[src/clss_pkg.sv]
/*
 Constants, register map and state type for the command list
 start/stop interpreter. Assumes nothing of its surroundings.
*/
package clss_pkg;
	// Command codes, marker and error codes
	localparam logic [7:0] CMD_START = 8'h01;
	localparam logic [7:0] CMD_STOP = 8'h02;
	localparam logic [7:0] BOARD_MARKER = 8'hFF;
	localparam logic [7:0] ERR_LIST_STATE = 8'h11;
	localparam logic [7:0] ERR_BAD_MARKER = 8'h20;
	localparam logic [7:0] ERR_BAD_CMD = 8'h21;
	// Register byte offsets
	localparam logic [7:0] OFS_PB_IDENT = 8'h00;
	localparam logic [7:0] OFS_PB_W04 = 8'h04;
	localparam logic [7:0] OFS_PB_W08 = 8'h08;
	localparam logic [7:0] OFS_PB_W0C = 8'h0C;
	localparam logic [7:0] OFS_PB_W10 = 8'h10;
	localparam logic [7:0] OFS_CTRL = 8'h14;
	localparam logic [7:0] OFS_SB_IDENT = 8'h18;
	localparam logic [7:0] OFS_SB_W04 = 8'h1C;
	localparam logic [7:0] OFS_STATE = 8'h20;
	localparam logic [7:0] OFS_INT_STAT = 8'h24;
	localparam logic [7:0] OFS_INT_MASK = 8'h28;
	localparam logic [7:0] OFS_LIST_ADDR = 8'h2C;
	localparam logic [7:0] OFS_LIST_CFG = 8'h30;
	// Field positions; byte 0 of a word is bits 31:24
	localparam int MARKER_LSB = 0;
	localparam int AM_LSB = 8;
	localparam int CMD_LSB = 24;
	localparam int INT_LVL_LSB = 8;
	localparam int INT_ZERO_LSB = 11;
	localparam int VEC_LSB = 0;
	localparam int FLAG_CC = 7;
	localparam int FLAG_ERR = 6;
	localparam int SB_ERR_LSB = 8;
	localparam int CTRL_GO = 0;
	localparam int IST_DONE = 0;
	localparam int IST_REFUSED = 1;
	localparam int ST_RUN = 0;
	localparam int ST_STOPPING = 1;
	localparam int ST_BUSY = 2;
	localparam int ST_CNT_LSB = 8;
	// Reset values and response codes
	localparam logic [31:0] RST_WORD = 32'h0000_0000;
	localparam logic [1:0] RST_INT = 2'h0;
	localparam logic [1:0] RESP_OKAY = 2'h0;
	localparam logic [1:0] RESP_SLVERR = 2'h2;
	typedef enum {CLSS_IDLE, CLSS_DECODE, CLSS_DRAIN, CLSS_FINISH}
		clss_state_e;
endpackage

[src/clss_top.sv]
/*
 Command list start/stop interpreter with AXI4-Lite register slave.
 Assumes software copies each parameter block into the block registers,
 and that a list engine outside reports queued entries and completions.
*/
// Added by the designer: the placing of the registers and the AXI4-Lite register port.
// Summary of operation
// - Code 01H decodes as list start
// - Start fields read from fixed byte slots
// - Marker FFH identifies board-control command
// - Stored modifier drives bus during list access
// - List address points at input index
// - Interrupt level bits 10:8, zero disables
// - Low byte answered as acknowledge vector
// - Identifier word copied into status block
// - Code 02H decodes as list stop
// - After stop, no new queue entries
// - Stop status word written at decode; done interrupt waits for queue drain
// - Stop block uses identifier, marker, code only
// - Stop while not running fails with 11H
// - Finished and error flags, error byte
`timescale 1ns/1ns
module clss_top #(
	parameter int CNT_W = 8
) (
	input wire logic aclk,
	input wire logic aresetn,
	input wire logic [7:0] s_axi_awaddr,
	input wire logic s_axi_awvalid,
	output logic s_axi_awready,
	input wire logic [31:0] s_axi_wdata,
	input wire logic [3:0] s_axi_wstrb,
	input wire logic s_axi_wvalid,
	output logic s_axi_wready,
	output logic [1:0] s_axi_bresp,
	output logic s_axi_bvalid,
	input wire logic s_axi_bready,
	input wire logic [7:0] s_axi_araddr,
	input wire logic s_axi_arvalid,
	output logic s_axi_arready,
	output logic [31:0] s_axi_rdata,
	output logic [1:0] s_axi_rresp,
	output logic s_axi_rvalid,
	input wire logic s_axi_rready,
	input wire logic entry_valid,
	output logic entry_ready,
	input wire logic entry_done,
	input wire logic list_mem_req,
	output logic [7:0] vme_am,
	output logic [31:0] list_addr,
	output logic list_running,
	output logic [2:0] irq_level,
	input wire logic iack_req,
	output logic [7:0] iack_vector,
	output logic iack_valid,
	output logic irq
);
	logic [31:0] pb_r [5];
	logic [31:0] pb_nxt [5];
	logic [7:0] awaddr_r, awaddr_nxt;
	logic aw_held_r, aw_held_nxt, w_held_r, w_held_nxt;
	logic [31:0] wdata_r, wdata_nxt, rdata_r, rdata_nxt;
	logic [3:0] wstrb_r, wstrb_nxt;
	logic bvalid_r, bvalid_nxt, rvalid_r, rvalid_nxt;
	logic [1:0] bresp_r, bresp_nxt, rresp_r, rresp_nxt;
	clss_pkg::clss_state_e state_r, state_nxt;
	logic run_r, run_nxt, stopping_r, stopping_nxt;
	logic [CNT_W-1:0] cnt_r, cnt_nxt;
	logic [31:0] sb_id_r, sb_id_nxt, sb_w04_r, sb_w04_nxt;
	logic [31:0] ladr_r, ladr_nxt;
	logic [7:0] am_r, am_nxt;
	logic [15:0] intf_r, intf_nxt;
	logic [1:0] ist_r, ist_nxt, imask_r, imask_nxt;
	logic [7:0] vec_r, vec_nxt;
	logic vecv_r, vecv_nxt;
	logic do_wr, do_rd, go, take, wr_ok, rd_ok;
	logic [7:0] code, err;
	logic [31:0] rval;
	function automatic logic [31:0] merge(input logic [31:0] old,
		input logic [31:0] d, input logic [3:0] s);
		logic [31:0] m;
		m = old;
		for (int i = 0; i < 4; i++) begin
			if (s[i]) begin
				m[i*8 +: 8] = d[i*8 +: 8];
			end
		end
		return m;
	endfunction
	always_comb begin
		pb_nxt = pb_r;
		awaddr_nxt = awaddr_r;
		aw_held_nxt = aw_held_r;
		w_held_nxt = w_held_r;
		wdata_nxt = wdata_r;
		wstrb_nxt = wstrb_r;
		bvalid_nxt = bvalid_r;
		bresp_nxt = bresp_r;
		rvalid_nxt = rvalid_r;
		rresp_nxt = rresp_r;
		rdata_nxt = rdata_r;
		state_nxt = state_r;
		run_nxt = run_r;
		stopping_nxt = stopping_r;
		cnt_nxt = cnt_r;
		sb_id_nxt = sb_id_r;
		sb_w04_nxt = sb_w04_r;
		ladr_nxt = ladr_r;
		am_nxt = am_r;
		intf_nxt = intf_r;
		ist_nxt = ist_r;
		imask_nxt = imask_r;
		vec_nxt = vec_r;
		vecv_nxt = 1'b0;
		go = 1'b0;
		wr_ok = 1'b1;
		rd_ok = 1'b1;
		rval = clss_pkg::RST_WORD;
		code = pb_r[4][clss_pkg::CMD_LSB +: 8];
		err = 8'h00;
		// Write channels taken in either order, answered once both held
		if (s_axi_awvalid && s_axi_awready) begin
			awaddr_nxt = s_axi_awaddr;
			aw_held_nxt = 1'b1;
		end
		if (s_axi_wvalid && s_axi_wready) begin
			wdata_nxt = s_axi_wdata;
			wstrb_nxt = s_axi_wstrb;
			w_held_nxt = 1'b1;
		end
		do_wr = aw_held_r && w_held_r && !bvalid_r;
		if (do_wr) begin
			aw_held_nxt = 1'b0;
			w_held_nxt = 1'b0;
			bvalid_nxt = 1'b1;
			case (awaddr_r)
			clss_pkg::OFS_PB_IDENT: pb_nxt[0] = merge(pb_r[0], wdata_r, wstrb_r);
			clss_pkg::OFS_PB_W04: pb_nxt[1] = merge(pb_r[1], wdata_r, wstrb_r);
			clss_pkg::OFS_PB_W08: pb_nxt[2] = merge(pb_r[2], wdata_r, wstrb_r);
			clss_pkg::OFS_PB_W0C: pb_nxt[3] = merge(pb_r[3], wdata_r, wstrb_r);
			clss_pkg::OFS_PB_W10: pb_nxt[4] = merge(pb_r[4], wdata_r, wstrb_r);
			clss_pkg::OFS_CTRL: go = wstrb_r[0] && wdata_r[clss_pkg::CTRL_GO];
			clss_pkg::OFS_INT_MASK: imask_nxt = wstrb_r[0] ? wdata_r[1:0] : imask_r;
			clss_pkg::OFS_SB_IDENT, clss_pkg::OFS_SB_W04, clss_pkg::OFS_STATE,
			clss_pkg::OFS_INT_STAT, clss_pkg::OFS_LIST_ADDR,
			clss_pkg::OFS_LIST_CFG: wr_ok = 1'b1;
			default: wr_ok = 1'b0;
			endcase
			bresp_nxt = wr_ok ? clss_pkg::RESP_OKAY : clss_pkg::RESP_SLVERR;
		end
		if (s_axi_bvalid && s_axi_bready) begin
			bvalid_nxt = 1'b0;
		end
		// Read path
		case (s_axi_araddr)
		clss_pkg::OFS_PB_IDENT: rval = pb_r[0];
		clss_pkg::OFS_PB_W04: rval = pb_r[1];
		clss_pkg::OFS_PB_W08: rval = pb_r[2];
		clss_pkg::OFS_PB_W0C: rval = pb_r[3];
		clss_pkg::OFS_PB_W10: rval = pb_r[4];
		clss_pkg::OFS_CTRL: rval = clss_pkg::RST_WORD;
		clss_pkg::OFS_SB_IDENT: rval = sb_id_r;
		clss_pkg::OFS_SB_W04: rval = sb_w04_r;
		clss_pkg::OFS_STATE: begin
			rval[clss_pkg::ST_RUN] = run_r;
			rval[clss_pkg::ST_STOPPING] = stopping_r;
			rval[clss_pkg::ST_BUSY] = (state_r != clss_pkg::CLSS_IDLE);
			rval[clss_pkg::ST_CNT_LSB +: CNT_W] = cnt_r;
		end
		clss_pkg::OFS_INT_STAT: rval[1:0] = ist_r;
		clss_pkg::OFS_INT_MASK: rval[1:0] = imask_r;
		clss_pkg::OFS_LIST_ADDR: rval = ladr_r;
		clss_pkg::OFS_LIST_CFG: rval = {8'h00, am_r, intf_r};
		default: rd_ok = 1'b0;
		endcase
		do_rd = s_axi_arvalid && s_axi_arready;
		if (do_rd) begin
			rdata_nxt = rval;
			rresp_nxt = rd_ok ? clss_pkg::RESP_OKAY : clss_pkg::RESP_SLVERR;
			rvalid_nxt = 1'b1;
			if (s_axi_araddr == clss_pkg::OFS_INT_STAT) begin
				ist_nxt = 2'h0;
			end
		end
		if (s_axi_rvalid && s_axi_rready) begin
			rvalid_nxt = 1'b0;
		end
		// Queue occupancy; a stop closes the queue
		take = entry_valid && entry_ready;
		if (take && !entry_done) begin
			cnt_nxt = cnt_r + 1'b1;
		end else if (!take && entry_done && cnt_r != '0) begin
			cnt_nxt = cnt_r - 1'b1;
		end
		if (entry_valid && !entry_ready) begin
			ist_nxt[clss_pkg::IST_REFUSED] = 1'b1;
		end
		// Command interpreter
		case (state_r)
		clss_pkg::CLSS_IDLE: begin
			if (go) begin
				state_nxt = clss_pkg::CLSS_DECODE;
			end
		end
		clss_pkg::CLSS_DECODE: begin
			state_nxt = clss_pkg::CLSS_FINISH;
			if (pb_r[1][clss_pkg::MARKER_LSB +: 8] != clss_pkg::BOARD_MARKER) begin
				err = clss_pkg::ERR_BAD_MARKER;
			end else if (code == clss_pkg::CMD_START) begin
				if (run_r) begin
					err = clss_pkg::ERR_LIST_STATE;
				end else begin
					run_nxt = 1'b1;
					am_nxt = pb_r[1][clss_pkg::AM_LSB +: 8];
					ladr_nxt = pb_r[2];
					intf_nxt = pb_r[3][15:0];
				end
			end else if (code == clss_pkg::CMD_STOP) begin
				if (!run_r) begin
					err = clss_pkg::ERR_LIST_STATE;
				end else begin
					stopping_nxt = 1'b1;
					state_nxt = clss_pkg::CLSS_DRAIN;
				end
			end else begin
				err = clss_pkg::ERR_BAD_CMD;
			end
			sb_id_nxt = pb_r[0];
			sb_w04_nxt = RST_W04(err);
		end
		clss_pkg::CLSS_DRAIN: begin
			// Every queued entry must report status first
			if (cnt_r == '0 && !take) begin
				run_nxt = 1'b0;
				stopping_nxt = 1'b0;
				state_nxt = clss_pkg::CLSS_FINISH;
				sb_w04_nxt = RST_W04(8'h00);
			end
		end
		clss_pkg::CLSS_FINISH: begin
			ist_nxt[clss_pkg::IST_DONE] = 1'b1;
			state_nxt = clss_pkg::CLSS_IDLE;
		end
		default: state_nxt = clss_pkg::CLSS_IDLE;
		endcase
		// Acknowledge vector from the low byte
		if (iack_req) begin
			vec_nxt = intf_r[clss_pkg::VEC_LSB +: 8];
			vecv_nxt = 1'b1;
		end
	end
	// Status word: error byte beside finished/error flags
	function automatic logic [31:0] RST_W04(input logic [7:0] e);
		logic [31:0] w;
		w = clss_pkg::RST_WORD;
		w[clss_pkg::SB_ERR_LSB +: 8] = e;
		w[clss_pkg::FLAG_CC] = 1'b1;
		w[clss_pkg::FLAG_ERR] = (e != 8'h00);
		return w;
	endfunction
	always_ff @(posedge aclk) begin
		if (!aresetn) begin
			for (int i = 0; i < 5; i++) begin
				pb_r[i] <= clss_pkg::RST_WORD;
			end
			awaddr_r <= 8'h00;
			aw_held_r <= 1'b0;
			w_held_r <= 1'b0;
			wdata_r <= clss_pkg::RST_WORD;
			wstrb_r <= 4'h0;
			bvalid_r <= 1'b0;
			bresp_r <= clss_pkg::RESP_OKAY;
			rvalid_r <= 1'b0;
			rresp_r <= clss_pkg::RESP_OKAY;
			rdata_r <= clss_pkg::RST_WORD;
			state_r <= clss_pkg::CLSS_IDLE;
			run_r <= 1'b0;
			stopping_r <= 1'b0;
			cnt_r <= '0;
			sb_id_r <= clss_pkg::RST_WORD;
			sb_w04_r <= clss_pkg::RST_WORD;
			ladr_r <= clss_pkg::RST_WORD;
			am_r <= 8'h00;
			intf_r <= 16'h0000;
			ist_r <= clss_pkg::RST_INT;
			imask_r <= clss_pkg::RST_INT;
			vec_r <= 8'h00;
			vecv_r <= 1'b0;
		end else begin
			pb_r <= pb_nxt;
			awaddr_r <= awaddr_nxt;
			aw_held_r <= aw_held_nxt;
			w_held_r <= w_held_nxt;
			wdata_r <= wdata_nxt;
			wstrb_r <= wstrb_nxt;
			bvalid_r <= bvalid_nxt;
			bresp_r <= bresp_nxt;
			rvalid_r <= rvalid_nxt;
			rresp_r <= rresp_nxt;
			rdata_r <= rdata_nxt;
			state_r <= state_nxt;
			run_r <= run_nxt;
			stopping_r <= stopping_nxt;
			cnt_r <= cnt_nxt;
			sb_id_r <= sb_id_nxt;
			sb_w04_r <= sb_w04_nxt;
			ladr_r <= ladr_nxt;
			am_r <= am_nxt;
			intf_r <= intf_nxt;
			ist_r <= ist_nxt;
			imask_r <= imask_nxt;
			vec_r <= vec_nxt;
			vecv_r <= vecv_nxt;
		end
	end

	assign s_axi_awready = !aw_held_r && !bvalid_r;
	assign s_axi_wready = !w_held_r && !bvalid_r;
	assign s_axi_bvalid = bvalid_r;
	assign s_axi_bresp = bresp_r;
	assign s_axi_arready = !rvalid_r;
	assign s_axi_rvalid = rvalid_r;
	assign s_axi_rresp = rresp_r;
	assign s_axi_rdata = rdata_r;
	// Full counter also closes the queue, so it never wraps
	assign entry_ready = run_r && !stopping_r && (cnt_r != '1);
	assign vme_am = list_mem_req ? am_r : 8'h00;
	assign list_addr = ladr_r;
	assign list_running = run_r;
	// Upper bits are expected zero; level taken as is
	assign irq_level = run_r ? intf_r[clss_pkg::INT_LVL_LSB +: 3] : 3'h0;
	assign iack_vector = vec_r;
	assign iack_valid = vecv_r;
	assign irq = |(ist_r & imask_r);
endmodule

[config.mk]
export PLATFORM = sky130hd
export DESIGN_NAME = clss_top
export DESIGN_NICKNAME = d
export VERILOG_FILES = /design/src/clss_pkg.sv /design/src/clss_top.sv
export SDC_FILE = /design/constraint.sdc
export NUM_CORES = 1
export LEC_CHECK = 0
export ABC_AREA = 1
export BUFFER_PORTS_ARGS = -buffer_cell sky130_fd_sc_hd__buf_2
export CAP_MARGIN = 10
export CORE_MARGIN = 10
export CORE_UTILIZATION = 30
export DETAILED_ROUTE_END_ITERATION = 16
export GPL_ROUTABILITY_DRIVEN = 0
export SYNTH_ARGS = -nofsm -noshare
export SYNTH_HDL_FRONTEND = slang
export SYNTH_SLANG_ARGS = --single-unit
[constraint.sdc]
create_clock -name aclk -period 4.3 [get_ports aclk]
set_input_delay 1.29 -clock aclk [delete_from_list [all_inputs] [get_ports aclk]]
set_output_delay 1.29 -clock aclk [all_outputs]
set_load 0.05 [all_outputs]
==> results by group, run 1 <==
Floorplan
  – I/O pin count: around 160
  – Core area: between 0.05 and 0.06 sq mm
  – Die area: just over 0.06 sq mm
  – Row count: 83
  – Die Ht: around 250 microns
  – Starting Density: between 30% and 40%
  – Die width: between 200 and 250 microns

Timing
  – Final Hold Viols: 0
  – Tcrit/Tclk final: about four fifths
  – Achievable Freq: roughly 290 MHz
  – Setup_tns: 0 ns
  – Slew @ Worst Pin: between 0.8 and 0.9 ns
  – Setup violators final: 0
  – Clock Skew: around 0.012 ns
  – Worst rel slew slack: between 40% and 50%
  – Final setup margin: 0.870 ns
  – RSZ-0062 raised after global routing: no
  – Max Slew Vio Count: 0
  – Fin crit period: approximately 3.4 ns

Logic synthesis
  – Post-synthesis async set-or-reset flop share: 0%
  – Yosys reg bits: 360
  – Post-synth EDFFs: 0
  – Synth cell count leaders: nor2_1, nand2_1, dfxtp_1
  – Synthesized cell area: about 0.016 sq mm
  – Area contributors post-synth: dfxtp_1, nor2_1, o21ai_0
  – Cells after Synth: 2266
  – Synth top area share: about 46%
  – Synthesis Warnings: 0
  – Post-synth top area cell: dfxtp_1
  – Top_reg_cell synth: dfxtp_1
  – Most frequent cell after synthesis: nor2_1
  – Post-synthesis sequential area ratio: approximately 46%
  – Netlist cell types: a little over 40
  – Mean Syn Cell Area: around 6.9 sq um

Clock tree
  – Hold-fix buffer count after cts: 0
  – Maximum clock path buffer count: 3
  – Post-CTS setup buffer count: 0
  – H-Tree Depth: 2
  – TritonCTS Buffers: a little over 40
  – Clk sinks: between 300 and 400
  – Clock transition at path regs: 0.06 ns
  – CTS tree: done
  – Root Buffer: clkbuf_16
  – Clk_lat worst skew: roughly 0.56 ns
  – Resize count post-CTS: 0

Critical path
  – Critical path arrival: about 2.1 ns
  – Startpoint types: register
  – Required time worst endpoint: approximately 3 ns
  – CP endpoint kind: output pin
  – Crit Path Max Fanout: 10
  – Critical path class: register to output pin

Place
  – Port bufs: approximately 160
  – Detailed placement HPWL: just under 40000 microns
  – Worst slack, placed: 0.907 ns

Detailed routing
  – Antenna viol nets, final: 0
  – DRC Markers: 0
  – DRT Pass-1 Iters: 6
  – Vias: about 15000
  – 1st-iter DRT viols: 1285
  – WL/cell: ~18 microns
  – Final wirelength: 56100 microns
  – Vias/cell: 4.97

Hold path
  – Hold Crit Class: register to register

Global route
  – First-pass GRT wire length: 85800 microns
  – Total grt overflow: 0
  – Initial antenna violation count: 1
  – Number of global-route vias before repair: approximately 14000
  – Largest net degree at the start of global routing: 127
  – Total GRT Usage: between 10% and 20%

Job
  – Max-Cap Viols: 0

Cells and area
  – Layout Area Growth over Synthesis: 17.3%
  – Number of inserted diodes: 0
  – Share of layout cells above drive strength 1: roughly 11%
  – Nets: roughly 2400

Power and ir drop
  – Leakage: ~8 nW
  – Power Dens Cells: around 470 mW/mm^2
  – VDD IR max: between 0.2 and 0.25 mV

Run status
  – Status: finished, final reports clean
==> area by class of cell <==
class,instances,area [sq um]
Inverter,175,657
Timing Repair Buffer,182,1020
Sequential cell,360,7210
Clock buffer,59,1210
Tap cell,680,851
Multi-Input combinational cell,1612,7240
Clock inverter,12,144
Fill cell,5488,33100
==> worst max-delay path, cell delays in order, from the launching register on <==
cell	delay [ns]
dfxtp_1	0.70
inv_1	0.18
nor2_1	0.28
nand2_1	0.11
inv_1	0.06
buf_2	0.25
==> path summary, 6_finish.rpt <==
kind                      from  slack, ns          end  cells past startpoint
setup / recovery  list_running       0.87  entry_ready                      5
hold / removal     sb_id_r[28]       0.46  sb_id_r[28]                      2
setup reg to reg  list_running       1.16     cnt_r[7]                     13
hold reg to reg    sb_id_r[28]       0.46  sb_id_r[28]                      2
==> report_power, final <==
part	internal (mW)	switching, mW	total, mW
clock network	2.12	1.41	3.54
logic	0.392	0.846	1.24
registers	3.57	0.233	3.81
==> stage by stage <==
| step | total power, mW | utilization (%) | area, sq um | hold slack [ns] | instances |
|---|---|---|---|---|---|
| 3_5_place_dp | 5.10 | 33.0 | 17000 | 0.446 | 3009 |
| 2_1_floorplan | 4.68 | - | 15600 | 0.425 | 2267 |
| 5_1_grt | 8.97 | 35.6 | 18300 | 0.483 | 3080 |
| 6_report | 8.58 | 35.6 | 18300 | 0.457 | 3080 |
| 4_1_cts | 8.64 | 35.6 | 18300 | 0.456 | 3080 |
| 3_3_place_gp | 5.06 | 33.0 | 17000 | 0.441 | 3009 |
==> registers in the layout, indices dropped and copies added (netlist names), 16 cells and up <==
register     count
s_axi_rdata     32
list_addr       32
pb_r           152
intf_r          16
wdata_r         32
sb_id_r         32
==> cell families after synthesis <==
kind of cell | synth area share [%]
other | 0.0240
AND/OR/NAND/NOR | 27.5
flip-flops | 46.1
AO/OA/AOI/OAI | 17.5
XOR/XNOR | 0.224
adder cells (fa/ha/maj) | 0.929
buffers and inverters | 7.71
==> layout by cell type (no fill, tap or decap), drive strengths merged <==
master | Yosys | layout
nand2 | 384 | 384
nand4 | 8 | 8
nor2 | 469 | 469
dfxtp | 360 | 360
o21bai | 1 | 1
a211oi | 1 | 1
fa | 1 | 1
or2 | 1 | 1
inv | 172 | 173
a31oi | 1 | 1
a21oi | 194 | 194
buf | 46 | 182
a22o | 1 | 1
clkbuf | 74 | 59
ha | 10 | 10
o21a | 1 | 1
o211ai | 1 | 1
nand3b | 2 | 2
xnor2 | 2 | 2
nor3 | 7 | 7
o21ai | 342 | 342
a41oi | 1 | 1
xor2 | 2 | 2
bufinv | 0 | 3
clkinvlp | 0 | 2
nand3 | 179 | 179
conb | 1 | 2
clkinv | 3 | 9
nor3b | 1 | 1
and3 | 1 | 1
==> metal layers <==
layer | vias up | global-route usage (%) | routed length, microns
met5 | - | 0 | 0
li1 | 7571 | - | -
met4 | 0 | 4.74 | 1100
met1 | 7113 | 23.9 | 25400
met2 | 532 | 28.6 | 25500
met3 | 85 | 3.43 | 4050
Note: power is estimated with default switching activity, not from simulation.
==> run 2, diff against run 1 <==
- clock period: 4.3 -> 3.1 ns (I/O delays scaled with it)
==> run 2 against run 1 <==
Count of clock-buffer cells in the layout unchanged. Worst setup slack got worse by 0.49 ns. Via count increased by 0.22%. Flip-flop and latch count unchanged. Highest routed layer unchanged. Critical path type unchanged.
==> results by group, run 2 (synthesis gave the netlist of run 1 again) <==
Cells and area
  – Max reg flops: 152 (unchanged)
  – Number of inserted diodes: 0 (unchanged)
  – Most common cell after layout, fill and taps aside: nor2_1
  – Biggest register: pb_r
  – Nets: 2456 (+0.41%)
  – Share of layout cells above drive strength 1: 11.7% (+0.60 points)
  – Layout Area Growth over Synthesis: 18.2%
  – Filler instances: 5494 (+0.11%)
  – Most frequent cells in the layout: nor2_1, nand2_1, dfxtp_1

Job
  – Max-Cap Viols: 0 (unchanged)

Timing
  – Achievable Freq: 367 MHz
  – Worst rel slew slack: 36.9% (-3.4 points)
  – Max Slew Vio Count: 0 (unchanged)
  – Final Hold Viols: 0 (unchanged)
  – Setup_tns: 0 ns (unchanged)
  – RSZ-0062 raised after global routing: no
  – Slew @ Worst Pin: 0.940 ns (+0.0513 ns)
  – Fin crit period: ~2.7 ns
  – Tcrit/Tclk final: between 80% and 90%
  – Clock Skew: 0.0265 ns (+0.0146 ns)
  – Setup violators final: 0 (unchanged)

Detailed routing
  – Antenna viol nets, final: 0 (unchanged)
  – DRT Pass-1 Iters: 6 (unchanged)
  – WL/cell: 18.1 microns (-0.30%)
  – Vias/cell: 4.96 (-0.21%)
  – Final wirelength: 56100 microns (+0.12%)
  – 1st-iter DRT viols: 1524 (+19%)
  – Vias: 15300 (+0.22%)
  – DRC Markers: 0 (unchanged)

Global route
  – Largest net degree at the start of global routing: 148 (+17%)
  – Initial antenna violation count: 0 (-1)
  – Total grt overflow: 0 (unchanged)
  – First-pass GRT wire length: 85900 microns (+0.19%)
  – Total GRT Usage: 17.8% (+0.062 points)
  – Number of global-route vias before repair: 14600 (+1.6%)

Critical path
  – Crit Path Max Fanout: 5 (-5)
  – Required time worst endpoint: 2.17 ns (-0.84 ns)
  – Critical path arrival: 1.79 ns (-0.35 ns)
  – Reg2reg path depth: 15 (+2)
  – Reg-to-reg endpoint: cnt_r[7]
  – CP Capture Point: entry_ready
  – Worst reg2reg setup slack: 0.66 ns (-0.50 ns)
  – CP endpoint kind: output pin
  – Critical path class: register to output pin
  – Startpoint types: register
  – FF-to-FF Start: cnt_r[4]
  – Worst Setup SP: cnt_r[4]

Floorplan
  – I/O pin count: 159 (unchanged)
  – Core area: 0.0514 sq mm (unchanged)
  – Die area: 0.0616 sq mm (unchanged)
  – Starting Density: 30.4% (unchanged)
  – Row count: 83 (unchanged)
  – Die Ht: 248 microns (unchanged)
  – Die width: 248 microns (unchanged)

Clock tree
  – Clock transition at path regs: 0.06 ns (about the same)
  – H-Tree Depth: 2 (unchanged)
  – Root Buffer: clkbuf_16
  – Clk sinks: 360 (unchanged)
  – Post-CTS setup buffer count: 0 (unchanged)
  – Maximum clock path buffer count: 3 (unchanged)
  – Resize count post-CTS: 0 (unchanged)
  – Clk_lat worst skew: 0.58 ns (+0.02 ns)
  – TritonCTS Buffers: 42 (+2.4%)
  – Hold-fix buffer count after cts: 0 (unchanged)
  – CTS tree: done

Place
  – Port bufs: 156 (unchanged)
  – Detailed placement HPWL: 39600 microns (-0.32%)

Power and ir drop
  – Total power: 12.1 mW (+41%)
  – Power Dens Cells: 656 mW/mm^2 (+40%)
  – VDD IR max: 0.316 mV (+39%)
  – Leakage: 8.08 nW (+1.1%)

Run status
  – Status: finished, final reports clean

Hold path
  – Hold Crit Class: register to register
## run 2: metrics by stage
stage                     cell area, sq um  util, %  setup WS [ns]  std cells  hold slack [ns]
after floorplan                      15600        -          0.408       2267            0.425
after global placement               17100     33.2          0.528       3018            0.439
after detailed placement             17100     33.2          0.408       3018            0.446
after CTS                            18500     35.9          0.363       3093            0.454
after global routing                 18500     35.9          0.305       3093            0.464
final                                18500     35.9          0.375       3093            0.455
## run 2: report_power, final
group	leakage, nW	total, mW	internal [mW]	switching [mW]
logic	4.45	1.75	0.559	1.19
clock network	0.705	5.09	3.03	2.06
registers	2.92	5.28	4.96	0.321
total	8.08	12.1	8.55	3.57
## run 2: cell type report
class | instances | area (sq um) | area share [%]
clock inverters | 16 | 184 | 0.996
flip-flops and latches | 360 | 7210 | 39.0
inverters | 175 | 657 | 3.56
multi-input cells | 1612 | 7240 | 39.2
well taps | 680 | 851 | 4.61
clock buffers | 59 | 1240 | 6.69
repair buffers | 191 | 1100 | 5.95
## run 2: layer usage
layer,up-vias,share of wire (%),track usage [%]
met1,7144,45,23.8
met2,503,45,28.2
met4,0,2.1,4.92
met5,-,0,0
li1,7595,-,-
met3,92,7.8,4.28
## run 2: critical path, cell delays in order, from the launching register on
cell	delay, ns
dfxtp_1	0.54
nand2_1	0.09
nor2_1	0.13
nand2_1	0.12
nand2_1	0.10
inv_1	0.04
buf_2	0.20
## run 2: worst min-delay path by stage
| stage | from | end | slack, ns | cells past startpoint |
|---|---|---|---|---|
| 6_report | pb_r[63] | pb_r[63] | 0.46 | 2 |
| 5_1_grt | pb_r[63] | pb_r[63] | 0.46 | 2 |
| 4_1_cts | awaddr_r[0] | awaddr_r[0] | 0.45 | 2 |
| 3_5_place_dp | awaddr_r[0] | awaddr_r[0] | 0.45 | 2 |
| 3_3_place_gp | awaddr_r[1] | awaddr_r[1] | 0.44 | 2 |
| 2_1_floorplan | pb_r[63] | pb_r[63] | 0.42 | 2 |
